File: src/pkg/scanner_image_pkg.sv
// shared constants and types of the process-data image framer
package scanner_image_pkg;

    ////////////////////////////////////////////////////////////////////////////////
    // sizes
    localparam int DATA_BYTES = 10;
    localparam int FIFO_DEPTH = 4;
    localparam int BYTE_W = 8;

    ////////////////////////////////////////////////////////////////////////////////
    // input image byte offsets
    localparam int IN_STATE_OFS = 0;
    localparam int IN_IO_OFS = 1;
    localparam int IN_HANDSHAKE_OFS = 2;
    localparam int IN_FRAG_INDEX_OFS = 3;
    localparam int IN_FRAGS_LEFT_OFS = 4;
    localparam int IN_FRAG_LEN_OFS = 5;
    localparam int IN_RES_COUNT_OFS = 6;
    localparam int IN_FLAGS_OFS = 7;
    localparam int IN_LEN_LOW_OFS = 8;
    localparam int IN_LEN_HIGH_OFS = 9;
    localparam int IN_DATA_OFS = 10;

    // output image byte offsets
    localparam int OUT_CMD_OFS = 0;
    localparam int OUT_SW_OFS = 1;

    ////////////////////////////////////////////////////////////////////////////////
    // output command byte 0 fields
    localparam int CMD_ACT_BIT = 0;
    localparam int CMD_ACK_BIT = 1;
    localparam int CMD_RST_BIT = 2;
    localparam int CMD_ERRACK_BIT = 3;
    localparam int CMD_STBY_BIT = 4;
    // output switch command byte 1 fields
    localparam int SW1_BIT = 0;
    localparam int CNT1_RST_BIT = 1;
    localparam int SW2_BIT = 2;
    localparam int CNT2_RST_BIT = 3;

    // input image field positions
    localparam int IO1_BIT = 0;
    localparam int IO2_BIT = 4;
    localparam int ACC_BIT = 0;
    localparam int REJ_BIT = 1;
    localparam int ERR_LSB = 4;
    localparam int FLAG_ACT_BIT = 0;
    localparam int FLAG_USER_BIT = 1;
    localparam int FLAG_FURTHER_BIT = 2;
    localparam int FLAG_OVFL_BIT = 3;
    localparam int FLAG_NEWRES_BIT = 4;
    localparam int FLAG_WAIT_BIT = 5;

    ////////////////////////////////////////////////////////////////////////////////
    // device status codes and error codes
    localparam logic [7:0] STAT_STANDBY = 8'h0a;
    localparam logic [7:0] STAT_READY = 8'h0f;
    localparam logic [7:0] STAT_ERROR = 8'h80;
    localparam logic [7:0] STAT_WARNING = 8'h81;
    localparam logic [2:0] ERR_NONE = 3'h0;
    localparam logic [2:0] ERR_NOT_WAITING = 3'h1;
    localparam logic [7:0] CFG_LEN_NONE = 8'h00;
    localparam logic [15:0] COUNT_RESET = 16'h0000;

    ////////////////////////////////////////////////////////////////////////////////
    // types
    typedef logic [7:0] byte_t;

    typedef struct packed {
        byte_t cmd; // output command byte
        byte_t sw;  // output switch command byte
    } out_image_t;

    typedef struct packed {
        logic [15:0] len; // result length in bytes
        logic user;       // result is user data or a command
    } result_hdr_t;

    typedef struct packed {
        byte_t reader_state;
        byte_t io_state;
        byte_t handshake;
        byte_t frag_index;
        byte_t frags_left;
        byte_t frag_len;
        byte_t res_count;
        byte_t flags;
        byte_t len_low;
        byte_t len_high;
        logic [DATA_BYTES-1:0][7:0] data;
    } in_image_t;

    typedef enum logic [2:0] {
        ST_IDLE = 3'b000,
        ST_COUNT = 3'b001,
        ST_FILL = 3'b010,
        ST_PRESENT = 3'b011,
        ST_WAIT_ACK = 3'b100
    } frame_state_t;

    typedef struct packed {
        frame_state_t st;
        byte_t cmd;
        byte_t swcmd;
        logic [15:0] len;
        logic user;
        logic [15:0] rem;
        logic [15:0] total;
        logic [15:0] idx;
        logic [15:0] left;
        logic [3:0] fill;
        logic [DATA_BYTES-1:0][7:0] buf_data;
        byte_t frag_len;
        logic pend;
        logic [15:0] pend_len;
        logic pend_user;
        logic ovfl;
        logic newtog;
        logic acc_tog;
        logic rej_tog;
        logic [2:0] err_code;
        byte_t res_count;
        logic fault;
        logic warn;
        logic sw2_res;
        logic [1:0] sw_out;
        in_image_t image;
    } framer_state_t;

    typedef struct packed {
        logic prev;
        logic [15:0] count;
    } counter_state_t;

    localparam in_image_t IMAGE_RESET = '{reader_state: STAT_READY, default: '0};
    localparam framer_state_t STATE_RESET = '{st: ST_IDLE, image: IMAGE_RESET, default: '0};
    localparam counter_state_t COUNTER_RESET = '{prev: 1'b0, count: COUNT_RESET};

endpackage

File: src/logic/scanner_process_image_io.sv
// cyclic process-data image framer of the code reader
`timescale 1ns/100ps
`default_nettype none
module scanner_process_image_io (
    input wire logic core_clk, // system clock, 25 MHz
    input wire logic arst_n, // async reset, active low
    input wire logic cycle_tick, // one pulse per fieldbus exchange
    input wire scanner_image_pkg::out_image_t out_image, // controller output image
    output scanner_image_pkg::in_image_t in_image, // input image to controller
    input wire logic [7:0] cfg_len, // configuration image length
    input wire logic cfg_ack_mode, // acknowledge mode from configuration
    input wire logic sw1_ext_mode, // output 1 set to external event
    input wire logic sw2_ext_mode, // output 2 set to external event
    input wire logic hdr_valid, // decoder starts a result
    input wire scanner_image_pkg::result_hdr_t hdr, // result header
    input wire logic byte_valid, // decoder offers a result byte
    output logic byte_ready, // fifo accepts the byte
    input wire logic [7:0] byte_data, // result byte
    input wire logic decode_good, // valid result decoded pulse
    input wire logic failed_decode_event, // activation ended without read
    input wire logic fault_event, // reader error pulse
    input wire logic warn_event, // reader warning pulse
    output logic sw1_out, // switching output 1
    output logic sw2_out, // switching output 2
    output logic standby_out, // standby commanded
    output logic [15:0] event_count1, // switch 1 events
    output logic [15:0] event_count2 // switch 2 events
);
    ////////////////////////////////////////////////////////////////////////////////
    // declarations

    scanner_image_pkg::framer_state_t q;
    scanner_image_pkg::framer_state_t d;
    logic ack_mode;
    logic ack_chg;
    logic rst_rise;
    logic errack_chg;
    logic cnt1_clr;
    logic cnt2_clr;
    logic fifo_valid;
    logic fifo_pop;
    logic [7:0] fifo_data;
    logic pop_ok;

    // saturate a 16-bit count into an image byte
    function automatic logic [7:0] sat8(input logic [15:0] v);
        sat8 = (v > 16'h00ff) ? 8'hff : v[7:0];
    endfunction

    // next fragment or end of result
    function automatic scanner_image_pkg::framer_state_t advance(
        input scanner_image_pkg::framer_state_t s
    );
        advance = s;
        if (16'(s.idx + 1'b1) < s.total) begin
            advance.idx = 16'(s.idx + 1'b1);
            advance.fill = '0;
            advance.st = scanner_image_pkg::ST_FILL;
        end else begin
            advance.st = scanner_image_pkg::ST_IDLE;
        end
    endfunction

    ////////////////////////////////////////////////////////////////////////////////
    // result byte buffer

    result_fifo #(
        .WIDTH(scanner_image_pkg::BYTE_W),
        .DEPTH(scanner_image_pkg::FIFO_DEPTH)
    ) u_fifo (
        .core_clk(core_clk),
        .arst_n(arst_n),
        .flush(rst_rise),
        .in_valid(byte_valid),
        .in_ready(byte_ready),
        .in_data(byte_data),
        .out_valid(fifo_valid),
        .out_ready(fifo_pop),
        .out_data(fifo_data)
    );

    ////////////////////////////////////////////////////////////////////////////////
    // command decode, taken once per fieldbus exchange

    // configuration of length zero keeps the defaults, acknowledge mode off
    assign ack_mode = (cfg_len != scanner_image_pkg::CFG_LEN_NONE) && cfg_ack_mode;
    assign ack_chg = cycle_tick
        && (out_image.cmd[scanner_image_pkg::CMD_ACK_BIT] != q.cmd[scanner_image_pkg::CMD_ACK_BIT]);
    assign rst_rise = cycle_tick && out_image.cmd[scanner_image_pkg::CMD_RST_BIT]
        && !q.cmd[scanner_image_pkg::CMD_RST_BIT];
    // either direction of the acknowledge bit counts
    assign errack_chg = cycle_tick && (out_image.cmd[scanner_image_pkg::CMD_ERRACK_BIT]
        != q.cmd[scanner_image_pkg::CMD_ERRACK_BIT]);
    assign cnt1_clr = cycle_tick && out_image.sw[scanner_image_pkg::CNT1_RST_BIT]
        && !q.swcmd[scanner_image_pkg::CNT1_RST_BIT];
    assign cnt2_clr = cycle_tick && out_image.sw[scanner_image_pkg::CNT2_RST_BIT]
        && !q.swcmd[scanner_image_pkg::CNT2_RST_BIT];

    // pull bytes only while a fragment is being filled
    assign pop_ok = (q.st == scanner_image_pkg::ST_FILL) && (q.left != '0)
        && (q.fill != 4'(scanner_image_pkg::DATA_BYTES));
    assign fifo_pop = pop_ok && fifo_valid;

    ////////////////////////////////////////////////////////////////////////////////
    // next state

    always_comb begin
        d = q;
        if (cycle_tick) begin
            d.cmd = out_image.cmd;
            d.swcmd = out_image.sw;
        end

        // fault and warning flags, a new event wins over the clear
        d.fault = fault_event || (q.fault && !errack_chg);
        d.warn = warn_event || (q.warn && !errack_chg);

        // result indication for switching output 2
        if (decode_good) begin
            d.sw2_res = 1'b1;
        end else if (failed_decode_event) begin
            d.sw2_res = 1'b0;
        end
        // direct bits act only with the external-event function
        d.sw_out[0] = sw1_ext_mode ? q.swcmd[scanner_image_pkg::SW1_BIT]
            : q.cmd[scanner_image_pkg::CMD_ACT_BIT];
        d.sw_out[1] = sw2_ext_mode ? q.swcmd[scanner_image_pkg::SW2_BIT] : q.sw2_res;

        // framing sequence
        unique case (q.st)
            scanner_image_pkg::ST_IDLE: begin
                if (q.pend) begin
                    d.len = q.pend_len;
                    d.user = q.pend_user;
                    d.rem = q.pend_len;
                    d.pend = 1'b0;
                    d.total = '0;
                    d.res_count = 8'(q.res_count + 1'b1);
                    d.st = scanner_image_pkg::ST_COUNT;
                end else if (hdr_valid) begin
                    d.len = hdr.len;
                    d.user = hdr.user;
                    d.rem = hdr.len;
                    d.total = '0;
                    d.res_count = 8'(q.res_count + 1'b1);
                    d.st = scanner_image_pkg::ST_COUNT;
                end
            end
            scanner_image_pkg::ST_COUNT: begin
                // one fragment per ten bytes, at least one
                d.total = 16'(q.total + 1'b1);
                if (q.rem > 16'(scanner_image_pkg::DATA_BYTES)) begin
                    d.rem = 16'(q.rem - 16'(scanner_image_pkg::DATA_BYTES));
                end else begin
                    d.idx = '0;
                    d.left = q.len;
                    d.fill = '0;
                    d.st = scanner_image_pkg::ST_FILL;
                end
            end
            scanner_image_pkg::ST_FILL: begin
                if (!pop_ok) begin
                    d.frag_len = 8'(q.fill);
                    if (q.idx == '0) begin
                        d.newtog = !q.newtog;
                    end
                    d.st = scanner_image_pkg::ST_PRESENT;
                end else if (fifo_valid) begin
                    d.buf_data[q.fill] = fifo_data;
                    d.fill = 4'(q.fill + 1'b1);
                    d.left = 16'(q.left - 1'b1);
                end
            end
            scanner_image_pkg::ST_PRESENT: begin
                // fragment is published at this tick
                if (cycle_tick) begin
                    if (ack_mode) begin
                        d.st = scanner_image_pkg::ST_WAIT_ACK;
                    end else begin
                        d = advance(d);
                    end
                end
            end
            scanner_image_pkg::ST_WAIT_ACK: begin
                if (ack_chg) begin
                    d.acc_tog = !q.acc_tog;
                    d.err_code = scanner_image_pkg::ERR_NONE;
                    d = advance(d);
                end
            end
            default: begin
                d.st = scanner_image_pkg::ST_IDLE;
            end
        endcase

        // acknowledge with nothing awaiting it is rejected
        if (ack_chg && (q.st != scanner_image_pkg::ST_WAIT_ACK)) begin
            d.rej_tog = !q.rej_tog;
            d.err_code = scanner_image_pkg::ERR_NOT_WAITING;
        end

        // data reset drops everything held and is accepted
        if (rst_rise) begin
            d.st = scanner_image_pkg::ST_IDLE;
            d.pend = 1'b0;
            d.ovfl = 1'b0;
            d.acc_tog = !q.acc_tog;
            d.err_code = scanner_image_pkg::ERR_NONE;
        end

        // a header not taken above waits in the single spare slot
        if (hdr_valid && !((q.st == scanner_image_pkg::ST_IDLE) && !q.pend)) begin
            if (d.pend) begin
                d.ovfl = 1'b1;
            end else begin
                d.pend = 1'b1;
                d.pend_len = hdr.len;
                d.pend_user = hdr.user;
            end
        end

        // publish the input image once per exchange
        if (cycle_tick) begin
            if (q.fault) begin
                d.image.reader_state = scanner_image_pkg::STAT_ERROR;
            end else if (q.warn) begin
                d.image.reader_state = scanner_image_pkg::STAT_WARNING;
            end else if (q.cmd[scanner_image_pkg::CMD_STBY_BIT]) begin
                d.image.reader_state = scanner_image_pkg::STAT_STANDBY;
            end else begin
                d.image.reader_state = scanner_image_pkg::STAT_READY;
            end
            d.image.io_state = '0;
            d.image.io_state[scanner_image_pkg::IO1_BIT] = q.sw_out[0];
            d.image.io_state[scanner_image_pkg::IO2_BIT] = q.sw_out[1];
            d.image.handshake = '0;
            d.image.handshake[scanner_image_pkg::ERR_LSB +: 3] = q.err_code;
            d.image.handshake[scanner_image_pkg::REJ_BIT] = q.rej_tog;
            d.image.handshake[scanner_image_pkg::ACC_BIT] = q.acc_tog;
            if (q.st == scanner_image_pkg::ST_PRESENT || q.st == scanner_image_pkg::ST_WAIT_ACK) begin
                d.image.frag_index = sat8(q.idx);
                d.image.frags_left = sat8(16'(q.total - q.idx - 1'b1));
                d.image.frag_len = q.frag_len;
                d.image.data = q.buf_data;
                d.image.len_low = q.len[7:0];
                d.image.len_high = q.len[15:8];
            end
            d.image.res_count = q.res_count;
            d.image.flags = '0;
            d.image.flags[scanner_image_pkg::FLAG_WAIT_BIT] =
                q.st == scanner_image_pkg::ST_WAIT_ACK;
            d.image.flags[scanner_image_pkg::FLAG_NEWRES_BIT] = q.newtog;
            d.image.flags[scanner_image_pkg::FLAG_OVFL_BIT] = q.ovfl;
            d.image.flags[scanner_image_pkg::FLAG_FURTHER_BIT] = q.pend;
            d.image.flags[scanner_image_pkg::FLAG_USER_BIT] = q.user;
            d.image.flags[scanner_image_pkg::FLAG_ACT_BIT] =
                q.cmd[scanner_image_pkg::CMD_ACT_BIT];
        end
    end

    ////////////////////////////////////////////////////////////////////////////////
    // state register

    always_ff @(posedge core_clk or negedge arst_n) begin
        if (!arst_n) begin
            q <= scanner_image_pkg::STATE_RESET;
        end else begin
            q <= d;
        end
    end

    ////////////////////////////////////////////////////////////////////////////////
    // outputs and switch event counters

    assign in_image = q.image;
    assign sw1_out = q.sw_out[0];
    assign sw2_out = q.sw_out[1];
    assign standby_out = q.cmd[scanner_image_pkg::CMD_STBY_BIT];

    switch_event_counter u_cnt1 (
        .core_clk(core_clk),
        .arst_n(arst_n),
        .level(q.sw_out[0]),
        .clear(cnt1_clr),
        .count(event_count1)
    );

    switch_event_counter u_cnt2 (
        .core_clk(core_clk),
        .arst_n(arst_n),
        .level(q.sw_out[1]),
        .clear(cnt2_clr),
        .count(event_count2)
    );
endmodule
`default_nettype wire

File: src/logic/result_fifo.sv
// small flip-flop fifo between the decoder byte stream and the framer
`timescale 1ns/100ps
`default_nettype none
module result_fifo #(
    parameter int WIDTH = 8,
    parameter int DEPTH = 4
) (
    input wire logic core_clk, // system clock
    input wire logic arst_n, // async reset, active low
    input wire logic flush, // drop all stored words
    input wire logic in_valid, // source offers a word
    output logic in_ready, // fifo has room
    input wire logic [WIDTH-1:0] in_data, // word from source
    output logic out_valid, // a word is stored
    input wire logic out_ready, // sink takes the word
    output logic [WIDTH-1:0] out_data // oldest word
);
    localparam int AW = $clog2(DEPTH);

    typedef struct packed {
        logic [DEPTH-1:0][WIDTH-1:0] mem;
        logic [AW-1:0] wr;
        logic [AW-1:0] rd;
        logic [AW:0] cnt;
    } fifo_state_t;

    fifo_state_t q;
    fifo_state_t d;
    logic push;
    logic pop;

    // handshakes straight from the occupancy count
    assign in_ready = q.cnt != (AW + 1)'(DEPTH);
    assign out_valid = q.cnt != '0;
    assign out_data = q.mem[q.rd];
    assign push = in_valid && in_ready;
    assign pop = out_valid && out_ready;

    // pointer and count update
    always_comb begin
        d = q;
        if (push) begin
            d.mem[q.wr] = in_data;
            d.wr = AW'(q.wr + 1'b1);
        end
        if (pop) begin
            d.rd = AW'(q.rd + 1'b1);
        end
        d.cnt = (AW + 1)'(q.cnt + push - pop);
        if (flush) begin
            d.wr = '0;
            d.rd = '0;
            d.cnt = '0;
        end
    end

    // state register
    always_ff @(posedge core_clk or negedge arst_n) begin
        if (!arst_n) begin
            q <= '0;
        end else begin
            q <= d;
        end
    end
endmodule
`default_nettype wire

File: src/logic/switch_event_counter.sv
// counts rising edges of one switching output
`timescale 1ns/100ps
`default_nettype none
module switch_event_counter (
    input wire logic core_clk, // system clock
    input wire logic arst_n, // async reset, active low
    input wire logic level, // switching output level
    input wire logic clear, // one-cycle clear request
    output logic [15:0] count // rising edges seen
);
    scanner_image_pkg::counter_state_t q;
    scanner_image_pkg::counter_state_t d;

    assign count = q.count;

    // an edge in the clear cycle still counts as one
    always_comb begin
        d = q;
        d.prev = level;
        if (clear) begin
            d.count = scanner_image_pkg::COUNT_RESET;
        end
        if (level && !q.prev) begin
            d.count = 16'(d.count + 1'b1);
        end
    end

    // state register
    always_ff @(posedge core_clk or negedge arst_n) begin
        if (!arst_n) begin
            q <= scanner_image_pkg::COUNTER_RESET;
        end else begin
            q <= d;
        end
    end
endmodule
`default_nettype wire

File: config.mk
export PLATFORM = sky130hd
export DESIGN_NAME = scanner_process_image_io
export DESIGN_NICKNAME = d
export VERILOG_FILES = /design/src/pkg/scanner_image_pkg.sv /design/src/logic/scanner_process_image_io.sv /design/src/logic/result_fifo.sv /design/src/logic/switch_event_counter.sv
export SDC_FILE = /design/constraint.sdc
export NUM_CORES = 1
export LEC_CHECK = 0
export ABC_AREA = 0
export ABC_CLOCK_PERIOD_IN_PS = 4400
export BUFFER_PORTS_ARGS = -buffer_cell sky130_fd_sc_hd__buf_4
export CAP_MARGIN = 40
export CORE_ASPECT_RATIO = 1.25
export CORE_UTILIZATION = 30
export CTS_BUF_LIST = sky130_fd_sc_hd__clkbuf_8 sky130_fd_sc_hd__clkbuf_16
export CTS_CLUSTER_DIAMETER = 60
export DETAILED_ROUTE_END_ITERATION = 16
export MAX_ROUTING_LAYER = met4
export PLACE_DENSITY_LB_ADDON = 0.2
export REMOVE_ABC_BUFFERS = 1
export SYNTH_ARGS = -nofsm -noshare
export SYNTH_HDL_FRONTEND = slang
export SYNTH_HIERARCHICAL = 1
export SYNTH_SLANG_ARGS = --single-unit
File: constraint.sdc
create_clock -name core_clk -period 4.4 [get_ports core_clk]
set_input_delay 0.22 -clock core_clk [delete_from_list [all_inputs] [get_ports core_clk]]
set_output_delay 0.22 -clock core_clk [all_outputs]
set_load 0.01 [all_outputs]
==> flow_metrics.env, run 1 <==
export IMPL_status="finished clean"
export IMPL_final_nets=2275
export IMPL_place_ws_ns=0.672
export IMPL_ys_warn_count=6
export IMPL_critPathMaxFanout=10
export IMPL_synth_seq_cells=429
export IMPL_finalWirelength_um=53300
export IMPL_p_per_area_mw_per_mm2=663
export IMPL_grt_first_pass_wirelength_um=84600
export IMPL_yosysSeqAreaShare_pct=50.5
export IMPL_worst_slew_pin_slew_ns=0.858
export IMPL_via_per_inst=4.66
export IMPL_cp_arrival_ns=4.30
export IMPL_cts_buffers=52
export IMPL_relSlewSlack_pct=42.4
export IMPL_synth_area_mux_share_pct=10.8
export IMPL_clock_skew_ns=0.0200
export IMPL_hold_path_class="input port to register"
export IMPL_dieArea_mm2=0.0720
export IMPL_synth_top_area_share_pct=50.1
export IMPL_drv_cap=0
export IMPL_synth_largest_area_cell="dfrtp_1"
export IMPL_synth_flop_cell="dfrtp_1"
export IMPL_cp_data_required_time_ns=4.94
export IMPL_grt_max_degree=108
export IMPL_fin_util_pct=35.7
export IMPL_fmax_ghz=0.266
export IMPL_cts_root_buf="clkbuf_16"
export IMPL_globalplace_congestion=0.794
export IMPL_syn_area_per_cell_um2=10.3
export IMPL_synthXorXnorAreaFrac_pct=2.92
export IMPL_yosys_area_share_simple_pct=15.4
export IMPL_globalRouteOverflowTotal=0
export IMPL_fin_cells=3140
export IMPL_grt_pass1_vias=14800
export IMPL_port_buffers=229
export IMPL_cts_tree="done"
export IMPL_start_util_pct=30.5
export IMPL_track_usage_pct=15.3
export IMPL_remaining_drc_errors=0
export IMPL_ir_worst_vdd_uv=274
export IMPL_drt_pre_antenna_iters=5
export IMPL_cts_sinks=429
export IMPL_synthCells=2068
export IMPL_hold_violations=0
export IMPL_synth_cell_types=80
export IMPL_path_cells="ha_1 > nand3_1 > nor2_1 > nand2_1 > nor3_1 > xnor2_1 > ha_1 > nand2_1 > nor2_1 > a211oi_1 > nand4_1 > inv_2 > mux2_2"
export IMPL_synth_compound_area_share_pct=7.71
export IMPL_core_area_mm2=0.0699
export IMPL_synth_adder_area_share_pct=3.07
export IMPL_grt_antenna_before_repair=0
export IMPL_startpoint_type="register"
export IMPL_min_period_ns=3.76
export IMPL_insertion_delay_ns=0.60
export IMPL_rsz0062_at_grt="no"
export IMPL_fp_dieW_um=240
export IMPL_avgRoutedWirePerCell_um=17.0
export IMPL_timing_final_crit_share_pct=85.5
export IMPL_cts_buffer_depth=3
export IMPL_slowest_stage="a211oi_1"
export IMPL_vias=14600
export IMPL_fin_ws_ns=0.638
export IMPL_leakage_nw=11.8
export IMPL_num_rows=108
export IMPL_dieHeight_um=300
export IMPL_placed_area_mm2=0.0227
export IMPL_ios=257
export IMPL_cpPeakStageDelay_ns=0.60
export IMPL_crit_path_end_kind="register"
export IMPL_ys_async_sr_fraction_pct=100
export IMPL_hpwl_um=37100
export IMPL_critPathKind="register to register"
export IMPL_yosys_top_cells_area="dfrtp_1 (50%), mux2_2 (9.2%), nand2_1 (6.9%)"
export IMPL_synth_top_family_by_area="simple AND/OR/NAND/NOR gates"
export IMPL_ant_nets=0
export IMPL_cts_setup_buffers=0
export IMPL_syn_cell_area_mm2=0.0213
export IMPL_fin_tns_setup_ns=0
export IMPL_final_area_mm2=0.0249
export IMPL_htreeDepth=2
export IMPL_n_fill_cell=7055
export IMPL_place_inst=2999
export IMPL_synth_edff_count=0
export IMPL_drt_iter0_markers=919
export IMPL_path_clk_slew_ns=0.06
export IMPL_setup_viol=0
export IMPL_drive_gt1_share_pct=25.3
export IMPL_final_max_slew_viol_count=0
export IMPL_antenna_cells=0
export IMPL_syn_to_final_growth_pct=17.2
[report_power, final]
| part | total, mW | internal (mW) | switching [mW] |
|---|---|---|---|
| Sequential | 6.34 | 5.35 | 0.997 |
| Combinational | 5.82 | 2.58 | 3.24 |
| Clock | 4.37 | 2.59 | 1.78 |
[registers in the layout, indices dropped and copies added, names as in the netlist]
name and flops:
u_cnt1/q 1, u_cnt2/count 16, in_image 139, standby_out 1
u_fifo/q 39, q 214, sw2_out 1, u_cnt1/count 16
sw1_out 1, u_cnt2/q 1
[placed cells by master (no fill, tap or decap), types with 15 or more instances in the layout]
| master | n |
|---|---|
| nor2_1 | 115 |
| mux2_2 | 173 |
| nand3_1 | 30 |
| xor2_1 | 17 |
| xnor2_1 | 54 |
| conb_1 | 20 |
| o21ai_0 | 79 |
| mux2i_1 | 18 |
| ha_1 | 49 |
| nand4_1 | 15 |
| nand2_1 | 393 |
| buf_4 | 246 |
| a21oi_1 | 84 |
| clkbuf_16 | 53 |
| a21o_1 | 15 |
| dlygate4sd3_1 | 45 |
| nor3_1 | 30 |
| dfrtp_1 | 426 |
| nor2b_1 | 32 |
| inv_1 | 72 |
[worst paths after layout]
kind                       slack [ns]  cells after the start        from              end
max in group asynchronous        3.05                      3      arst_n           q[168]
setup reg to reg                 0.64                     13      q[307]           q[306]
hold reg to reg                  0.46                      2      q[256]     in_image[50]
hold / removal                   0.06                      2  cycle_tick    in_image[159]
setup / recovery                 0.64                     13      q[307]           q[306]
min in group asynchronous        0.17                      2      arst_n  u_cnt1/count[7]
[layer usage]
layer / GRT usage, % / vias to the layer above / routed length, um
met1: 19.1 / 7220 / 23400
met3: 2.12 / 112 / 1790
li1: - / 6994 / -
met2: 25.0 / 291 / 26100
met4: 6.14 / 0 / 2110
met5: - / - / 0
[cells in the mapped netlist, drive strengths merged, types with 13 or more instances]
| cell | count |
|---|---|
| a22o | 14 |
| nor3 | 33 |
| nand3 | 32 |
| nand2b | 13 |
| nor2 | 123 |
| nand4 | 15 |
| buf | 225 |
| mux2i | 18 |
| mux2 | 173 |
| ha | 49 |
| nor4 | 13 |
| clkbuf | 51 |
| nor2b | 32 |
| xor2 | 17 |
| a21o | 15 |
| inv | 63 |
| o21ai | 81 |
| xnor2 | 54 |
| dfrtp | 426 |
| a21oi | 85 |
| nand2 | 396 |
[what timing repair did]
| action | CTS | global route |
|---|---|---|
| resized for setup | 0 | 0 |
| hold buffers | 45 | 0 |
| setup endpoints to repair | 0 | 0 |
| endpoints found under the hold margin | 155 | 0 |
[stage by stage]
step / hold slack, ns / total power, mW
floorplan: -0.0756 / 9.69
global placement: 0.264 / 12.1
detailed placement: 0.261 / 12.3
CTS: 0.0283 / 16.8
global route: 0.0725 / 17.7
finish: 0.0613 / 16.5
[kinds of logic (layout without fill, tap and decap cells)]
group	count (synthesis)	count (layout)
buffers and inverters	339	457
multiplexers	199	199
AO/OA/AOI/OAI	265	265
AND/OR/NAND/NOR	713	713
flip-flops	429	429
other	1	20
adder cells (fa/ha/maj)	51	51
XOR/XNOR	71	71
[layout make-up]
cell class,count,area (um^2),share of cell area [%]
Timing Repair Buffer,298,2440,9.78
Clock inverter,34,302,1.21
Tap cell,935,1170,4.69
Clock buffer,62,1450,5.81
Sequential cell,429,10700,43.1
Multi-Input combinational cell,1319,8600,34.5
Inverter,63,236,0.948
[worst max-delay path: cells and delay by family (launching register included)]
kind,cells,cell delay (ns)
compound gates,1,0.60
flops,1,0.49
simple gates,7,1.39
fa+ha+maj,2,0.52
buf+inv,1,0.32
mux,1,0.19
xor+xnor,1,0.20
No activity file was read; power rests on OpenSTA's default activity.
==> inputs of run 2 (changes only) <==
--- a/config.mk
+++ b/config.mk
@@ -14,7 +14,6 @@
 export CTS_BUF_LIST = sky130_fd_sc_hd__clkbuf_8 sky130_fd_sc_hd__clkbuf_16
 export CTS_CLUSTER_DIAMETER = 60
 export DETAILED_ROUTE_END_ITERATION = 16
-export MAX_ROUTING_LAYER = met4
 export PLACE_DENSITY_LB_ADDON = 0.2
 export REMOVE_ABC_BUFFERS = 1
 export SYNTH_ARGS = -nofsm -noshare
==> flow_metrics.env, run 2 (synthesized netlist as in run 1, its figures left out) <==
export IMPL_drt_pre_antenna_iters=5
export IMPL_finalWirelength_um=53200
export IMPL_seqPwrFrac_pct=38.4
export IMPL_path_cells="ha_1 > nand3_1 > nor2_1 > nand2_1 > nor3_1 > xnor2_1 > ha_1 > nand2_1 > nor2_1 > a211oi_1 > nand4_1 > inv_2 > mux2_2"
export IMPL_rr_startpoint="q[307]"
export IMPL_htreeDepth=2
export IMPL_use_met2_pct=25.0
export IMPL_met1_usage_pct=19.1
export IMPL_cts_sinks=429
export IMPL_vias=14600
export IMPL_critPathKind="register to register"
export IMPL_holdPathEnd="in_image[159]"
export IMPL_drt_iter0_markers=841
export IMPL_rsz0062_at_grt="no"
export IMPL_avgRoutedWirePerCell_um=16.9
export IMPL_power_frac_comb_pct=35.2
export IMPL_dieHeight_um=300
export IMPL_use_met3_pct=2.13
export IMPL_globalplace_congestion=0.783
export IMPL_status="finished clean"
export IMPL_regMostFlops="q"
export IMPL_rr_endpoint="q[306]"
export IMPL_cts_tree="done"
export IMPL_start_util_pct=30.5
export IMPL_critPathMaxFanout=10
export IMPL_grt_antenna_before_repair=0
export IMPL_total_power_mw=16.5
export IMPL_hold_violations=0
export IMPL_port_buffers=229
export IMPL_slowest_stage="a211oi_1"
export IMPL_clkPwrFrac_pct=26.5
export IMPL_grt_first_pass_wirelength_um=84600
export IMPL_r2r_cells=13
export IMPL_drive_gt1_share_pct=25.3
export IMPL_ir_worst_vdd_uv=274
export IMPL_timing_final_crit_share_pct=85.3
export IMPL_p_per_area_mw_per_mm2=663
export IMPL_switching_share_pct=36.4
export IMPL_r2r_slack_ns=0.65
export IMPL_ant_nets=0
export IMPL_final_nets=2275
export IMPL_min_from="cycle_tick"
export IMPL_insertion_delay_ns=0.59
export IMPL_globalRouteOverflowTotal=0
export IMPL_fin_util_pct=35.7
export IMPL_syn_to_final_growth_pct=17.2
export IMPL_cts_root_buf="clkbuf_16"
export IMPL_cts_buffers=52
export IMPL_hpwl_um=37100
export IMPL_drv_cap=0
export IMPL_grt_busiest_layer="met2"
export IMPL_setup_viol=0
export IMPL_fmax_ghz=0.267
export IMPL_largest_reg_flops=214
export IMPL_cp_data_required_time_ns=4.93
export IMPL_dieArea_mm2=0.0720
export IMPL_hold_path_class="input port to register"
export IMPL_grt_max_degree=108
export IMPL_holdPathStages=2
export IMPL_relSlewSlack_pct=46.2
export IMPL_worst_slew_pin_slew_ns=0.801
export IMPL_intPower_mw=10.5
export IMPL_via_per_inst=4.66
export IMPL_track_usage_pct=14.9
export IMPL_leakage_nw=11.8
export IMPL_fin_tns_setup_ns=0
export IMPL_cts_buffer_depth=3
export IMPL_cpPeakStageDelay_ns=0.60
export IMPL_startpoint_type="register"
export IMPL_remaining_drc_errors=0
export IMPL_switching_power_mw=6.01
export IMPL_min_period_ns=3.75
export IMPL_path_clk_slew_ns=0.06
export IMPL_cts_setup_buffers=0
export IMPL_clock_skew_ns=0.0181
export IMPL_fp_dieW_um=240
export IMPL_core_area_mm2=0.0699
export IMPL_final_cell_mix="dfrtp_1 (426), nand2_1 (393), buf_4 (246)"
export IMPL_cp_arrival_ns=4.29
export IMPL_grt_pass1_vias=14800
export IMPL_final_max_slew_viol_count=0
export IMPL_antenna_cells=0
export IMPL_crit_path_end_kind="register"
export IMPL_num_rows=108
export IMPL_layout_commonest_cell="dfrtp_1"
export IMPL_ios=257
## run 2: area by class of cell
cell class	instances	area, um^2
clock buffer	62	1450
clock inverter	34	302
fill	7055	44900
inverter	63	236
multi-input combinational	1319	8600
sequential	429	10700
tap	935	1170
timing repair buffer	298	2440
## run 2: worst max-delay path by stage
stage	to	cells past startpoint	slack, ns	from
4_1_cts	q[306]	13	0.63	q[307]
3_5_place_dp	q[306]	13	0.67	q[307]
3_3_place_gp	q[306]	12	0.77	q[307]
5_1_grt	q[306]	13	0.24	q[307]
2_1_floorplan	q[172]	7	0.74	q[197]
6_report	q[306]	13	0.65	q[307]
## run 2: what timing repair did
action                                 in CTS  in global routing
endpoints found under the hold margin     155                  0
hold buffers                               45                  0
gates resized for setup                     0                  0
## run 2: power groups by stage
stage	registers (mW)	logic, mW	clock network [mW]
2_1_floorplan	6.37	3.32	0
3_3_place_gp	6.35	5.74	0
6_report	6.34	5.81	4.38
5_1_grt	6.55	6.47	4.70
4_1_cts	6.36	5.95	4.55
3_5_place_dp	6.42	5.89	0
## run 2: routing by layer
layer | routed length (um) | vias up
met5 | 0 | -
met4 | 2120 | 0
met3 | 1900 | 102
met2 | 26000 | 310
met1 | 23200 | 7224
li1 | - | 6990
## run 2: metrics by stage
stage	worst slack, ns	cell area (um^2)	hold slack (ns)	cells
after floorplan	0.741	19500	-0.0756	1811
after global placement	0.765	22700	0.264	2996
after detailed placement	0.672	22700	0.261	2999
after CTS	0.634	24900	0.0283	3140
after global routing	0.245	24900	0.0725	3140
final	0.648	24900	0.0613	3140
## run 2: worst max-delay path, delay by kind of cell (launching register included)
| family | cells | cell delay [ns] |
|---|---|---|
| buffers and inverters | 1 | 0.33 |
| DFF | 1 | 0.49 |
| muxes | 1 | 0.19 |
| xor gates and xnor gates | 1 | 0.20 |
| AOI/OAI and AO/OA | 1 | 0.60 |
| and+or+nand+nor | 7 | 1.36 |
| adders and majority gates | 2 | 0.52 |
